===== src/bcb_pkg.sv =====
/*
   bcb_pkg: constants, register indices, field layouts and reset values shared
   by the channel B match logic and the core-side end.
   Assumes a single 10 MHz clock domain for both ends.
*/
package bcb_pkg;

   // ----------------------------------------------------------------
   // widths
   // ----------------------------------------------------------------
   localparam int ADDR_W = 32;
   localparam int DATA_W = 32;
   localparam int IDX_W = 3;
   localparam int BCYC_W = 16;
   localparam int BCYC_LIVE_W = 8;

   // ----------------------------------------------------------------
   // register indices
   // ----------------------------------------------------------------
   localparam logic [IDX_W-1:0] IDX_ADDR = 3'h0;
   localparam logic [IDX_W-1:0] IDX_ADDR_MASK = 3'h1;
   localparam logic [IDX_W-1:0] IDX_DATA = 3'h2;
   localparam logic [IDX_W-1:0] IDX_DATA_MASK = 3'h3;
   localparam logic [IDX_W-1:0] IDX_BUS_CYCLE = 3'h4;
   localparam logic [IDX_W-1:0] IDX_FLAGS = 3'h5;

   // ----------------------------------------------------------------
   // bus cycle register fields
   // ----------------------------------------------------------------
   localparam int BSEL_LSB = 6;
   localparam int CTYPE_LSB = 4;
   localparam int DIR_LSB = 2;
   localparam int SIZE_LSB = 0;

   // ----------------------------------------------------------------
   // flag register fields
   // ----------------------------------------------------------------
   localparam int FLAG_LOCAL_BIT = 1;
   localparam int FLAG_INTERNAL_BIT = 0;

   // ----------------------------------------------------------------
   // field encodings
   // ----------------------------------------------------------------
   localparam logic [1:0] FLD_OFF = 2'h0;
   localparam logic [1:0] BSEL_LOCAL = 2'h1;
   localparam logic [1:0] BSEL_INTERNAL = 2'h2;
   localparam logic [1:0] BSEL_LOCAL_ALT = 2'h3;
   localparam logic [1:0] SIZE_BYTE = 2'h1;
   localparam logic [1:0] SIZE_WORD = 2'h2;
   localparam logic [1:0] SIZE_LONG = 2'h3;

   // ----------------------------------------------------------------
   // reset values
   // ----------------------------------------------------------------
   localparam logic [ADDR_W-1:0] RST_ADDR = 32'h0000_0000;
   localparam logic [ADDR_W-1:0] RST_ADDR_MASK = 32'h0000_0000;
   localparam logic [DATA_W-1:0] RST_DATA = 32'h0000_0000;
   localparam logic [DATA_W-1:0] RST_DATA_MASK = 32'h0000_0000;
   localparam logic [BCYC_LIVE_W-1:0] RST_BUS_CYCLE = 8'h00;
   localparam logic [BCYC_W-BCYC_LIVE_W-1:0] RSVD_BUS_CYCLE = 8'h00;

   // ----------------------------------------------------------------
   // helpers
   // ----------------------------------------------------------------
   // a set mask bit removes that bit from the comparison
   function automatic logic masked_eq(input logic [31:0] a, input logic [31:0] b,
                                      input logic [31:0] mask);
      masked_eq = (((a ^ b) & ~mask) == 32'h0000_0000);
   endfunction

endpackage

===== src/bcb_if.sv =====
/*
   bcb_if: carrier between the channel B match logic and the core side.
   Holds the register access group and the observed bus cycle group.
   Assumes both ends run on the same mclk; no clocking block.
*/
`timescale 1ns/10ps
interface bcb_if;

   // ----------------------------------------------------------------
   // register access
   // ----------------------------------------------------------------
   logic reg_wr;
   logic reg_rd;
   logic [bcb_pkg::IDX_W-1:0] reg_idx;
   logic [31:0] reg_wdata;
   logic [31:0] reg_rdata;
   logic reg_rvalid;

   // ----------------------------------------------------------------
   // observed bus cycle
   // ----------------------------------------------------------------
   logic cyc_valid;
   logic cyc_ibus;
   logic cyc_fetch;
   logic cyc_write;
   logic [1:0] cyc_size;
   logic [bcb_pkg::ADDR_W-1:0] cyc_addr;
   logic [bcb_pkg::DATA_W-1:0] cyc_data;

   modport dev
   (
      input reg_wr, reg_rd, reg_idx, reg_wdata,
      output reg_rdata, reg_rvalid,
      input cyc_valid, cyc_ibus, cyc_fetch, cyc_write, cyc_size, cyc_addr, cyc_data
   );

   modport core
   (
      output reg_wr, reg_rd, reg_idx, reg_wdata,
      input reg_rdata, reg_rvalid,
      output cyc_valid, cyc_ibus, cyc_fetch, cyc_write, cyc_size, cyc_addr, cyc_data
   );

endinterface


===== src/bcb_match.sv =====
/*
   bcb_match: channel B condition match of the user break unit, with its
   register file and sticky match flags.
   Assumes the core side presents each bus cycle for one mclk with cyc_valid
   and keeps the software obligations on register contents.
*/
// Operation
// - hold 32-bit break address, compare selected bus
// - address mask bit one excludes that bit
// - hold 32-bit break data, compare data bus
// - data mask bit one excludes that bit
// - software sets size to compare data
// - byte size: same data byte both halves
// - byte size: same mask byte both halves
// - bus select: off, local, internal, local
// - cycle type: off, fetch, access, either
// - direction: off, read, write, either
// - size: ignore, byte, word, longword
// - bus cycle bits 15:8 read zero
// - match raises break interrupt request
// - sticky match flag, cleared by writing zero
`timescale 1ns/10ps
module bcb_match
(
   // clock and reset
   input wire logic mclk,
   input wire logic rst_b,
   // core side
   bcb_if.dev bus,
   // toward flags and exception handling
   output logic chb_match,
   output logic break_irq_req,
   output logic chb_local_match_flag,
   output logic chb_internal_match_flag
);

   // ----------------------------------------------------------------
   // register state
   // ----------------------------------------------------------------
   logic [31:0] break_addr_b_q;
   logic [31:0] break_addr_b_d;
   logic [31:0] break_addr_mask_b_q;
   logic [31:0] break_addr_mask_b_d;
   logic [31:0] break_data_b_q;
   logic [31:0] break_data_b_d;
   logic [31:0] break_data_mask_b_q;
   logic [31:0] break_data_mask_b_d;
   logic [7:0] break_bus_cycle_b_q;
   logic [7:0] break_bus_cycle_b_d;
   logic flag_local_q;
   logic flag_local_d;
   logic flag_internal_q;
   logic flag_internal_d;
   logic match_q;
   logic irq_q;
   logic [31:0] rdata_q;
   logic [31:0] rdata_d;
   logic rvalid_q;

   // ----------------------------------------------------------------
   // write decode
   // ----------------------------------------------------------------
   wire wr_addr = bus.reg_wr && (bus.reg_idx == bcb_pkg::IDX_ADDR);
   wire wr_addr_mask = bus.reg_wr && (bus.reg_idx == bcb_pkg::IDX_ADDR_MASK);
   wire wr_data = bus.reg_wr && (bus.reg_idx == bcb_pkg::IDX_DATA);
   wire wr_data_mask = bus.reg_wr && (bus.reg_idx == bcb_pkg::IDX_DATA_MASK);
   wire wr_bus_cycle = bus.reg_wr && (bus.reg_idx == bcb_pkg::IDX_BUS_CYCLE);
   wire wr_flags = bus.reg_wr && (bus.reg_idx == bcb_pkg::IDX_FLAGS);

   assign break_addr_b_d = wr_addr ? bus.reg_wdata : break_addr_b_q;
   assign break_addr_mask_b_d = wr_addr_mask ? bus.reg_wdata : break_addr_mask_b_q;
   assign break_data_b_d = wr_data ? bus.reg_wdata : break_data_b_q;
   assign break_data_mask_b_d = wr_data_mask ? bus.reg_wdata : break_data_mask_b_q;
   // upper byte is not stored at all, so a stray write there cannot stick
   assign break_bus_cycle_b_d = wr_bus_cycle ? bus.reg_wdata[7:0] : break_bus_cycle_b_q;

   // ----------------------------------------------------------------
   // field split
   // ----------------------------------------------------------------
   wire [1:0] bsel = break_bus_cycle_b_q[bcb_pkg::BSEL_LSB +: 2];
   wire [1:0] ctype = break_bus_cycle_b_q[bcb_pkg::CTYPE_LSB +: 2];
   wire [1:0] dir = break_bus_cycle_b_q[bcb_pkg::DIR_LSB +: 2];
   wire [1:0] size = break_bus_cycle_b_q[bcb_pkg::SIZE_LSB +: 2];

   // ----------------------------------------------------------------
   // comparisons
   // ----------------------------------------------------------------
   // code 11 of the bus select means the local bus, same as 01
   wire want_local = (bsel == bcb_pkg::BSEL_LOCAL) || (bsel == bcb_pkg::BSEL_LOCAL_ALT);
   wire want_internal = (bsel == bcb_pkg::BSEL_INTERNAL);
   // bus select off leaves no bus to watch, so the channel stays quiet
   wire sel_ok = (want_local && !bus.cyc_ibus) || (want_internal && bus.cyc_ibus);

   wire type_ok = (ctype == bcb_pkg::FLD_OFF)
                  || (ctype[0] && bus.cyc_fetch)
                  || (ctype[1] && !bus.cyc_fetch);

   wire dir_ok = (dir == bcb_pkg::FLD_OFF)
                 || (dir[0] && !bus.cyc_write)
                 || (dir[1] && bus.cyc_write);

   wire size_ok = (size == bcb_pkg::FLD_OFF) || (size == bus.cyc_size);

   wire addr_ok = bcb_pkg::masked_eq(bus.cyc_addr, break_addr_b_q,
                                     break_addr_mask_b_q);

   // the data bus only takes part once a size is chosen
   wire data_ok = (size == bcb_pkg::FLD_OFF)
                  || bcb_pkg::masked_eq(bus.cyc_data, break_data_b_q,
                                        break_data_mask_b_q);

   wire hit = bus.cyc_valid && sel_ok && addr_ok && data_ok
              && type_ok && dir_ok && size_ok;

   wire set_local = hit && !bus.cyc_ibus;
   wire set_internal = hit && bus.cyc_ibus;

   // ----------------------------------------------------------------
   // sticky flags
   // ----------------------------------------------------------------
   // a match in the clearing cycle wins over the clear
   assign flag_local_d = set_local
                         || (flag_local_q
                             && !(wr_flags && !bus.reg_wdata[bcb_pkg::FLAG_LOCAL_BIT]));
   assign flag_internal_d = set_internal
                            || (flag_internal_q
                                && !(wr_flags
                                     && !bus.reg_wdata[bcb_pkg::FLAG_INTERNAL_BIT]));

   // ----------------------------------------------------------------
   // read mux
   // ----------------------------------------------------------------
   wire [31:0] rd_bus_cycle = {16'h0000, bcb_pkg::RSVD_BUS_CYCLE, break_bus_cycle_b_q};
   wire [31:0] rd_flags = {30'h0000_0000, flag_local_q, flag_internal_q};

   always_comb
   begin
      rdata_d = 32'h0000_0000;
      case (bus.reg_idx)
         bcb_pkg::IDX_ADDR: rdata_d = break_addr_b_q;
         bcb_pkg::IDX_ADDR_MASK: rdata_d = break_addr_mask_b_q;
         bcb_pkg::IDX_DATA: rdata_d = break_data_b_q;
         bcb_pkg::IDX_DATA_MASK: rdata_d = break_data_mask_b_q;
         bcb_pkg::IDX_BUS_CYCLE: rdata_d = rd_bus_cycle;
         bcb_pkg::IDX_FLAGS: rdata_d = rd_flags;
         default: rdata_d = 32'h0000_0000;
      endcase
   end

   // ----------------------------------------------------------------
   // registers
   // ----------------------------------------------------------------
   always_ff @(posedge mclk)
   begin
      if (!rst_b)
      begin
         break_addr_b_q <= bcb_pkg::RST_ADDR;
         break_addr_mask_b_q <= bcb_pkg::RST_ADDR_MASK;
         break_data_b_q <= bcb_pkg::RST_DATA;
         break_data_mask_b_q <= bcb_pkg::RST_DATA_MASK;
         break_bus_cycle_b_q <= bcb_pkg::RST_BUS_CYCLE;
      end
      else
      begin
         break_addr_b_q <= break_addr_b_d;
         break_addr_mask_b_q <= break_addr_mask_b_d;
         break_data_b_q <= break_data_b_d;
         break_data_mask_b_q <= break_data_mask_b_d;
         break_bus_cycle_b_q <= break_bus_cycle_b_d;
      end
   end

   always_ff @(posedge mclk)
   begin
      if (!rst_b)
      begin
         flag_local_q <= 1'b0;
         flag_internal_q <= 1'b0;
         match_q <= 1'b0;
         irq_q <= 1'b0;
      end
      else
      begin
         flag_local_q <= flag_local_d;
         flag_internal_q <= flag_internal_d;
         match_q <= hit;
         irq_q <= hit;
      end
   end

   // reads are answered one cycle later; unmapped indices read zero
   always_ff @(posedge mclk)
   begin
      if (!rst_b)
      begin
         rdata_q <= 32'h0000_0000;
         rvalid_q <= 1'b0;
      end
      else
      begin
         rdata_q <= bus.reg_rd ? rdata_d : 32'h0000_0000;
         rvalid_q <= bus.reg_rd;
      end
   end

   // ----------------------------------------------------------------
   // outputs
   // ----------------------------------------------------------------
   assign bus.reg_rdata = rdata_q;
   assign bus.reg_rvalid = rvalid_q;
   assign chb_match = match_q;
   assign break_irq_req = irq_q;
   assign chb_local_match_flag = flag_local_q;
   assign chb_internal_match_flag = flag_internal_q;

endmodule


===== src/flat_wrapper.sv =====
// flat-port wrapper written by rule: the top's interface ports become plain ports
module bcb_match_flat 
  (mclk, rst_b, chb_match, break_irq_req, chb_local_match_flag, chb_internal_match_flag, bus_reg_wr, bus_reg_rd, bus_reg_idx, bus_reg_wdata, bus_reg_rdata, bus_reg_rvalid, bus_cyc_valid, bus_cyc_ibus, bus_cyc_fetch, bus_cyc_write, bus_cyc_size, bus_cyc_addr, bus_cyc_data);
  bcb_if bus_i ();
  input wire logic mclk;
  input wire logic rst_b;
  output logic chb_match;
  output logic break_irq_req;
  output logic chb_local_match_flag;
  output logic chb_internal_match_flag;
  input wire logic [$bits(bus_i.reg_wr)-1:0] bus_reg_wr;
  input wire logic [$bits(bus_i.reg_rd)-1:0] bus_reg_rd;
  input wire logic [$bits(bus_i.reg_idx)-1:0] bus_reg_idx;
  input wire logic [$bits(bus_i.reg_wdata)-1:0] bus_reg_wdata;
  output wire logic [$bits(bus_i.reg_rdata)-1:0] bus_reg_rdata;
  output wire logic [$bits(bus_i.reg_rvalid)-1:0] bus_reg_rvalid;
  input wire logic [$bits(bus_i.cyc_valid)-1:0] bus_cyc_valid;
  input wire logic [$bits(bus_i.cyc_ibus)-1:0] bus_cyc_ibus;
  input wire logic [$bits(bus_i.cyc_fetch)-1:0] bus_cyc_fetch;
  input wire logic [$bits(bus_i.cyc_write)-1:0] bus_cyc_write;
  input wire logic [$bits(bus_i.cyc_size)-1:0] bus_cyc_size;
  input wire logic [$bits(bus_i.cyc_addr)-1:0] bus_cyc_addr;
  input wire logic [$bits(bus_i.cyc_data)-1:0] bus_cyc_data;
  assign bus_i.reg_wr = bus_reg_wr;
  assign bus_i.reg_rd = bus_reg_rd;
  assign bus_i.reg_idx = bus_reg_idx;
  assign bus_i.reg_wdata = bus_reg_wdata;
  assign bus_reg_rdata = bus_i.reg_rdata;
  assign bus_reg_rvalid = bus_i.reg_rvalid;
  assign bus_i.cyc_valid = bus_cyc_valid;
  assign bus_i.cyc_ibus = bus_cyc_ibus;
  assign bus_i.cyc_fetch = bus_cyc_fetch;
  assign bus_i.cyc_write = bus_cyc_write;
  assign bus_i.cyc_size = bus_cyc_size;
  assign bus_i.cyc_addr = bus_cyc_addr;
  assign bus_i.cyc_data = bus_cyc_data;
  bcb_match u_core (.mclk(mclk), .rst_b(rst_b), .bus(bus_i), .chb_match(chb_match), .break_irq_req(break_irq_req), .chb_local_match_flag(chb_local_match_flag), .chb_internal_match_flag(chb_internal_match_flag));
endmodule

===== config.mk =====
export PLATFORM = sky130hd
export DESIGN_NAME = bcb_match_flat
export DESIGN_NICKNAME = d
export VERILOG_FILES = /design/src/bcb_pkg.sv /design/src/bcb_if.sv /design/src/bcb_match.sv /design/src/flat_wrapper.sv
export SDC_FILE = /design/constraint.sdc
export NUM_CORES = 1
export LEC_CHECK = 0
export BUFFER_PORTS_ARGS = -buffer_cell sky130_fd_sc_hd__buf_2
export CELL_PAD_IN_SITES_DETAIL_PLACEMENT = 1
export CELL_PAD_IN_SITES_GLOBAL_PLACEMENT = 2
export CORE_MARGIN = 2
export CORE_UTILIZATION = 35
export CTS_BUF_LIST = sky130_fd_sc_hd__clkbuf_16
export DETAILED_ROUTE_END_ITERATION = 8
export GPL_TIMING_DRIVEN = 0
export HOLD_SLACK_MARGIN = 0.12
export PLACE_DENSITY = 0.85
export SETUP_SLACK_MARGIN = 0.2
export SLEW_MARGIN = 10
export SYNTH_ARGS = -nofsm -noshare
export SYNTH_HDL_FRONTEND = slang
export SYNTH_SLANG_ARGS = --single-unit

===== constraint.sdc =====
create_clock -name mclk -period 2.5 [get_ports mclk]
set_input_delay 0.125 -clock mclk [delete_from_list [all_inputs] [get_ports mclk]]
set_output_delay 0.125 -clock mclk [all_outputs]
set_load 0.02 [all_outputs]

==> impl_metrics.env <==
export IMPL_drtAntennaViolNets=0
export IMPL_crit_family="simple AND/OR/NAND/NOR gates"
export IMPL_grt_pass1_wl_um=47100
export IMPL_place_gp_congestion=0.882
export IMPL_synth_seq_cells=172
export IMPL_critical_path_class="reg -> reg"
export IMPL_ctsResizeCount=0
export IMPL_grt_ovfl_total=0
export IMPL_cpPeakStageDelay_ns=0.58
export IMPL_cts_setup_buffers=0
export IMPL_outcome="complete, no violations"
export IMPL_path_cells="xnor2_1, o22ai_1, nor4_1, nand4_1, o21a_2, o31ai_1"
export IMPL_dp_hpwl_um=23200
export IMPL_multi_input_area_um2=3970
export IMPL_clk_pin_slew_ns=0.06
export IMPL_fin_nets=1226
export IMPL_drv_cap=0
export IMPL_syn_to_final_growth_pct=25.9
export IMPL_p_switching_w=0.00163
export IMPL_tightestPinTransition_ns=0.815
export IMPL_antenna_found_initial=0
export IMPL_synth_distinct_cells=42
export IMPL_drc=0
export IMPL_worstHoldPathType="in -> reg"
export IMPL_power_leakage_nw=3.52
export IMPL_syn_area_um2=7750
export IMPL_ys_flop_type="dfxtp_1"
export IMPL_fp_coreArea_um2=21800
export IMPL_dpl_cell_area_um2=8820
export IMPL_cp_slowest_cell="nor4_1"
export IMPL_rsz0062_at_grt="no"
export IMPL_layout_drive_gt1_share=0.181
export IMPL_cp_max_fo=3
export IMPL_fin_tns_setup_ns=0
export IMPL_clkPwrFrac=0.440
export IMPL_path_buf_inv=0
export IMPL_clock_sinks=172
export IMPL_wl_per_cell_um=22.5
export IMPL_syn_num_nets=1028
export IMPL_start_kind="register"
export IMPL_vias=7645
export IMPL_die_height_um=153
export IMPL_fmax_mhz=443
export IMPL_grt_pass1_vias=7625
export IMPL_yosysWarnings=0
export IMPL_synthCells=919
export IMPL_cts_tree="yes"
export IMPL_numCtsBuffers=17
export IMPL_period_minus_slack_ns=2.26
export IMPL_end_kind="register"
export IMPL_rows=54
export IMPL_final_common_cell="nand2_1"
export IMPL_comb_power_share=0.106
export IMPL_cp_required_ns=2.85
export IMPL_finalSetupViolations=0
export IMPL_clock_insertion_delay_worst_skew_ns=0.45
export IMPL_power_density_nw_per_um2=639
export IMPL_synthArstFlopShare=0
export IMPL_slew_viol_final=0
export IMPL_portBuffers=144
export IMPL_finalInstanceArea_um2=9760
export IMPL_vdd_ir_drop_max_mv=0.436
export IMPL_cts_htree_levels=4
export IMPL_track_usage=0.271
export IMPL_final_cell_mix="nand2_1, dfxtp_1, buf_2, a21boi_1, xnor2_1"
export IMPL_first_pass_iters=5
export IMPL_fill_cells=2655
export IMPL_dieArea_um2=23400
export IMPL_internal_power_w=0.00461
export IMPL_grt_max_degree=17
export IMPL_io_pins=146
export IMPL_slew_headroom=0.457
export IMPL_finalClockSkew_ns=0.00934
export IMPL_finalHoldViolCount=0
export IMPL_p_sw_frac=0.261
export IMPL_wl_um=31700
export IMPL_cts_root_buf="clkbuf_16"
export IMPL_seq_area_frac_synth=0.444
export IMPL_num_antenna_cells=0
export IMPL_start_util=0.356
export IMPL_arrival_ns=2.61
export IMPL_clockBufferDepth=2
export IMPL_syn_area_per_cell_um2=8.44
export IMPL_viasPerCell=5.42
export IMPL_period_share=0.903
export IMPL_die_w_um=153
export IMPL_synth_edf_count=0
export IMPL_seqPwrFrac=0.455
export IMPL_seq_area_um2=3440
export IMPL_drt_iter0_drc=521
==> worst register-to-register path, delay by kind of cell, from the launching register on <==
family                    cells  cell delay, ns
and+or+nand+nor               2            0.87
xor gates and xnor gates      1            0.32
DFF                           1            0.33
AOI/OAI and AO/OA             3            0.66
==> final timing paths <==
path                                                     from                                           to  slack [ns]  depth (start not counted)
hold / removal                                 bus_reg_idx[2]          u_core.bus.reg_rdata[10]$_SDFF_PN0_        0.21                          4
setup reg to reg       u_core.break_data_b_q[23]$_SDFFE_PN0P_       u_core.chb_local_match_flag$_SDFF_PN0_        0.24                          6
hold reg to reg   u_core.break_data_mask_b_q[25]$_SDFFE_PN0P_  u_core.break_data_mask_b_q[25]$_SDFFE_PN0P_        0.48                          2
setup / recovery       u_core.break_data_b_q[23]$_SDFFE_PN0P_       u_core.chb_local_match_flag$_SDFF_PN0_        0.24                          6
==> synthesized netlist by cell type (all sizes together) (4+ instances only) <==
cell	count	share of area
buf	28	0.025
mux2i	11	0.014
a211oi	4	0.0039
dfxtp	172	0.44
a21boi	137	0.13
and2	6	0.0048
nor4	6	0.0068
a22oi	48	0.046
a221oi	6	0.0068
clkbuf	37	0.018
nor2	29	0.015
a21oi	28	0.018
o22ai	29	0.023
nand2	282	0.14
a31oi	4	0.0032
xnor2	64	0.072
==> per-layer routing <==
| metal | wire [µm] | vias up | track usage |
|---|---|---|---|
| met3 | 1970 | 65 | 0.0431 |
| met1 | 14400 | 3771 | 0.370 |
| li1 | - | 3527 | - |
| met2 | 14200 | 282 | 0.425 |
| met5 | 0 | - | 0 |
| met4 | 1140 | 0 | 0.118 |
==> stage by stage <==
stage,hold slack [ns],cells,setup slack (ns),total power [W],util
finish,0.214,1410,0.243,0.00624,0.449
detailed placement,0.388,1343,0.376,0.00351,0.406
CTS,0.202,1410,0.351,0.00625,0.449
floorplan,0.226,919,1.08,0.00319,-
global placement,0.389,1343,0.390,0.00350,0.406
global route,0.224,1410,0.238,0.00641,0.449
==> cell type report <==
class | count | share of cell area
plain buffers | 65 | 0.0342
flip-flops and latches | 172 | 0.353
inverters | 2 | 0.000769
clock buffers | 17 | 0.0436
multi-input cells | 680 | 0.407
clock inverters | 15 | 0.0163
well taps | 280 | 0.0359
repair buffers | 179 | 0.110
==> cell families after synthesis <==
logic type,Yosys count,share of synthesized area
AOI/OAI and AO/OA,267,0.245
xor gates and xnor gates,64,0.0723
buffers and inverters,67,0.0441
DFF,172,0.444
muxes,11,0.0142
and+or+nand+nor,338,0.180
==> power groups by stage <==
stage | logic, W | registers, W | clock network (W)
floorplan | 0.000303 | 0.00289 | 0
global placement | 0.000606 | 0.00290 | 0
detailed placement | 0.000610 | 0.00290 | 0
CTS | 0.000656 | 0.00284 | 0.00276
global route | 0.000701 | 0.00284 | 0.00287
finish | 0.000659 | 0.00284 | 0.00274
==> sequential cells by signal (all words and copies together), names as in the netlist <==
name                            cells
u_core.break_addr_b_q              32
u_core.break_addr_mask_b_q         32
u_core.break_data_b_q              32
u_core.break_data_mask_b_q         32
u_core.bus.reg_rdata               32
u_core.break_bus_cycle_b_q          8
u_core.bus.reg_rvalid               1
u_core.chb_internal_match_flag      1
u_core.chb_local_match_flag         1
u_core.chb_match                    1
==> timing repair <==
action	4_1_cts	5_1_grt
hold endpoints to repair	139	0
hold buffers	35	0
setup endpoints to repair	0	0
(Power assumes the default switching activity.)
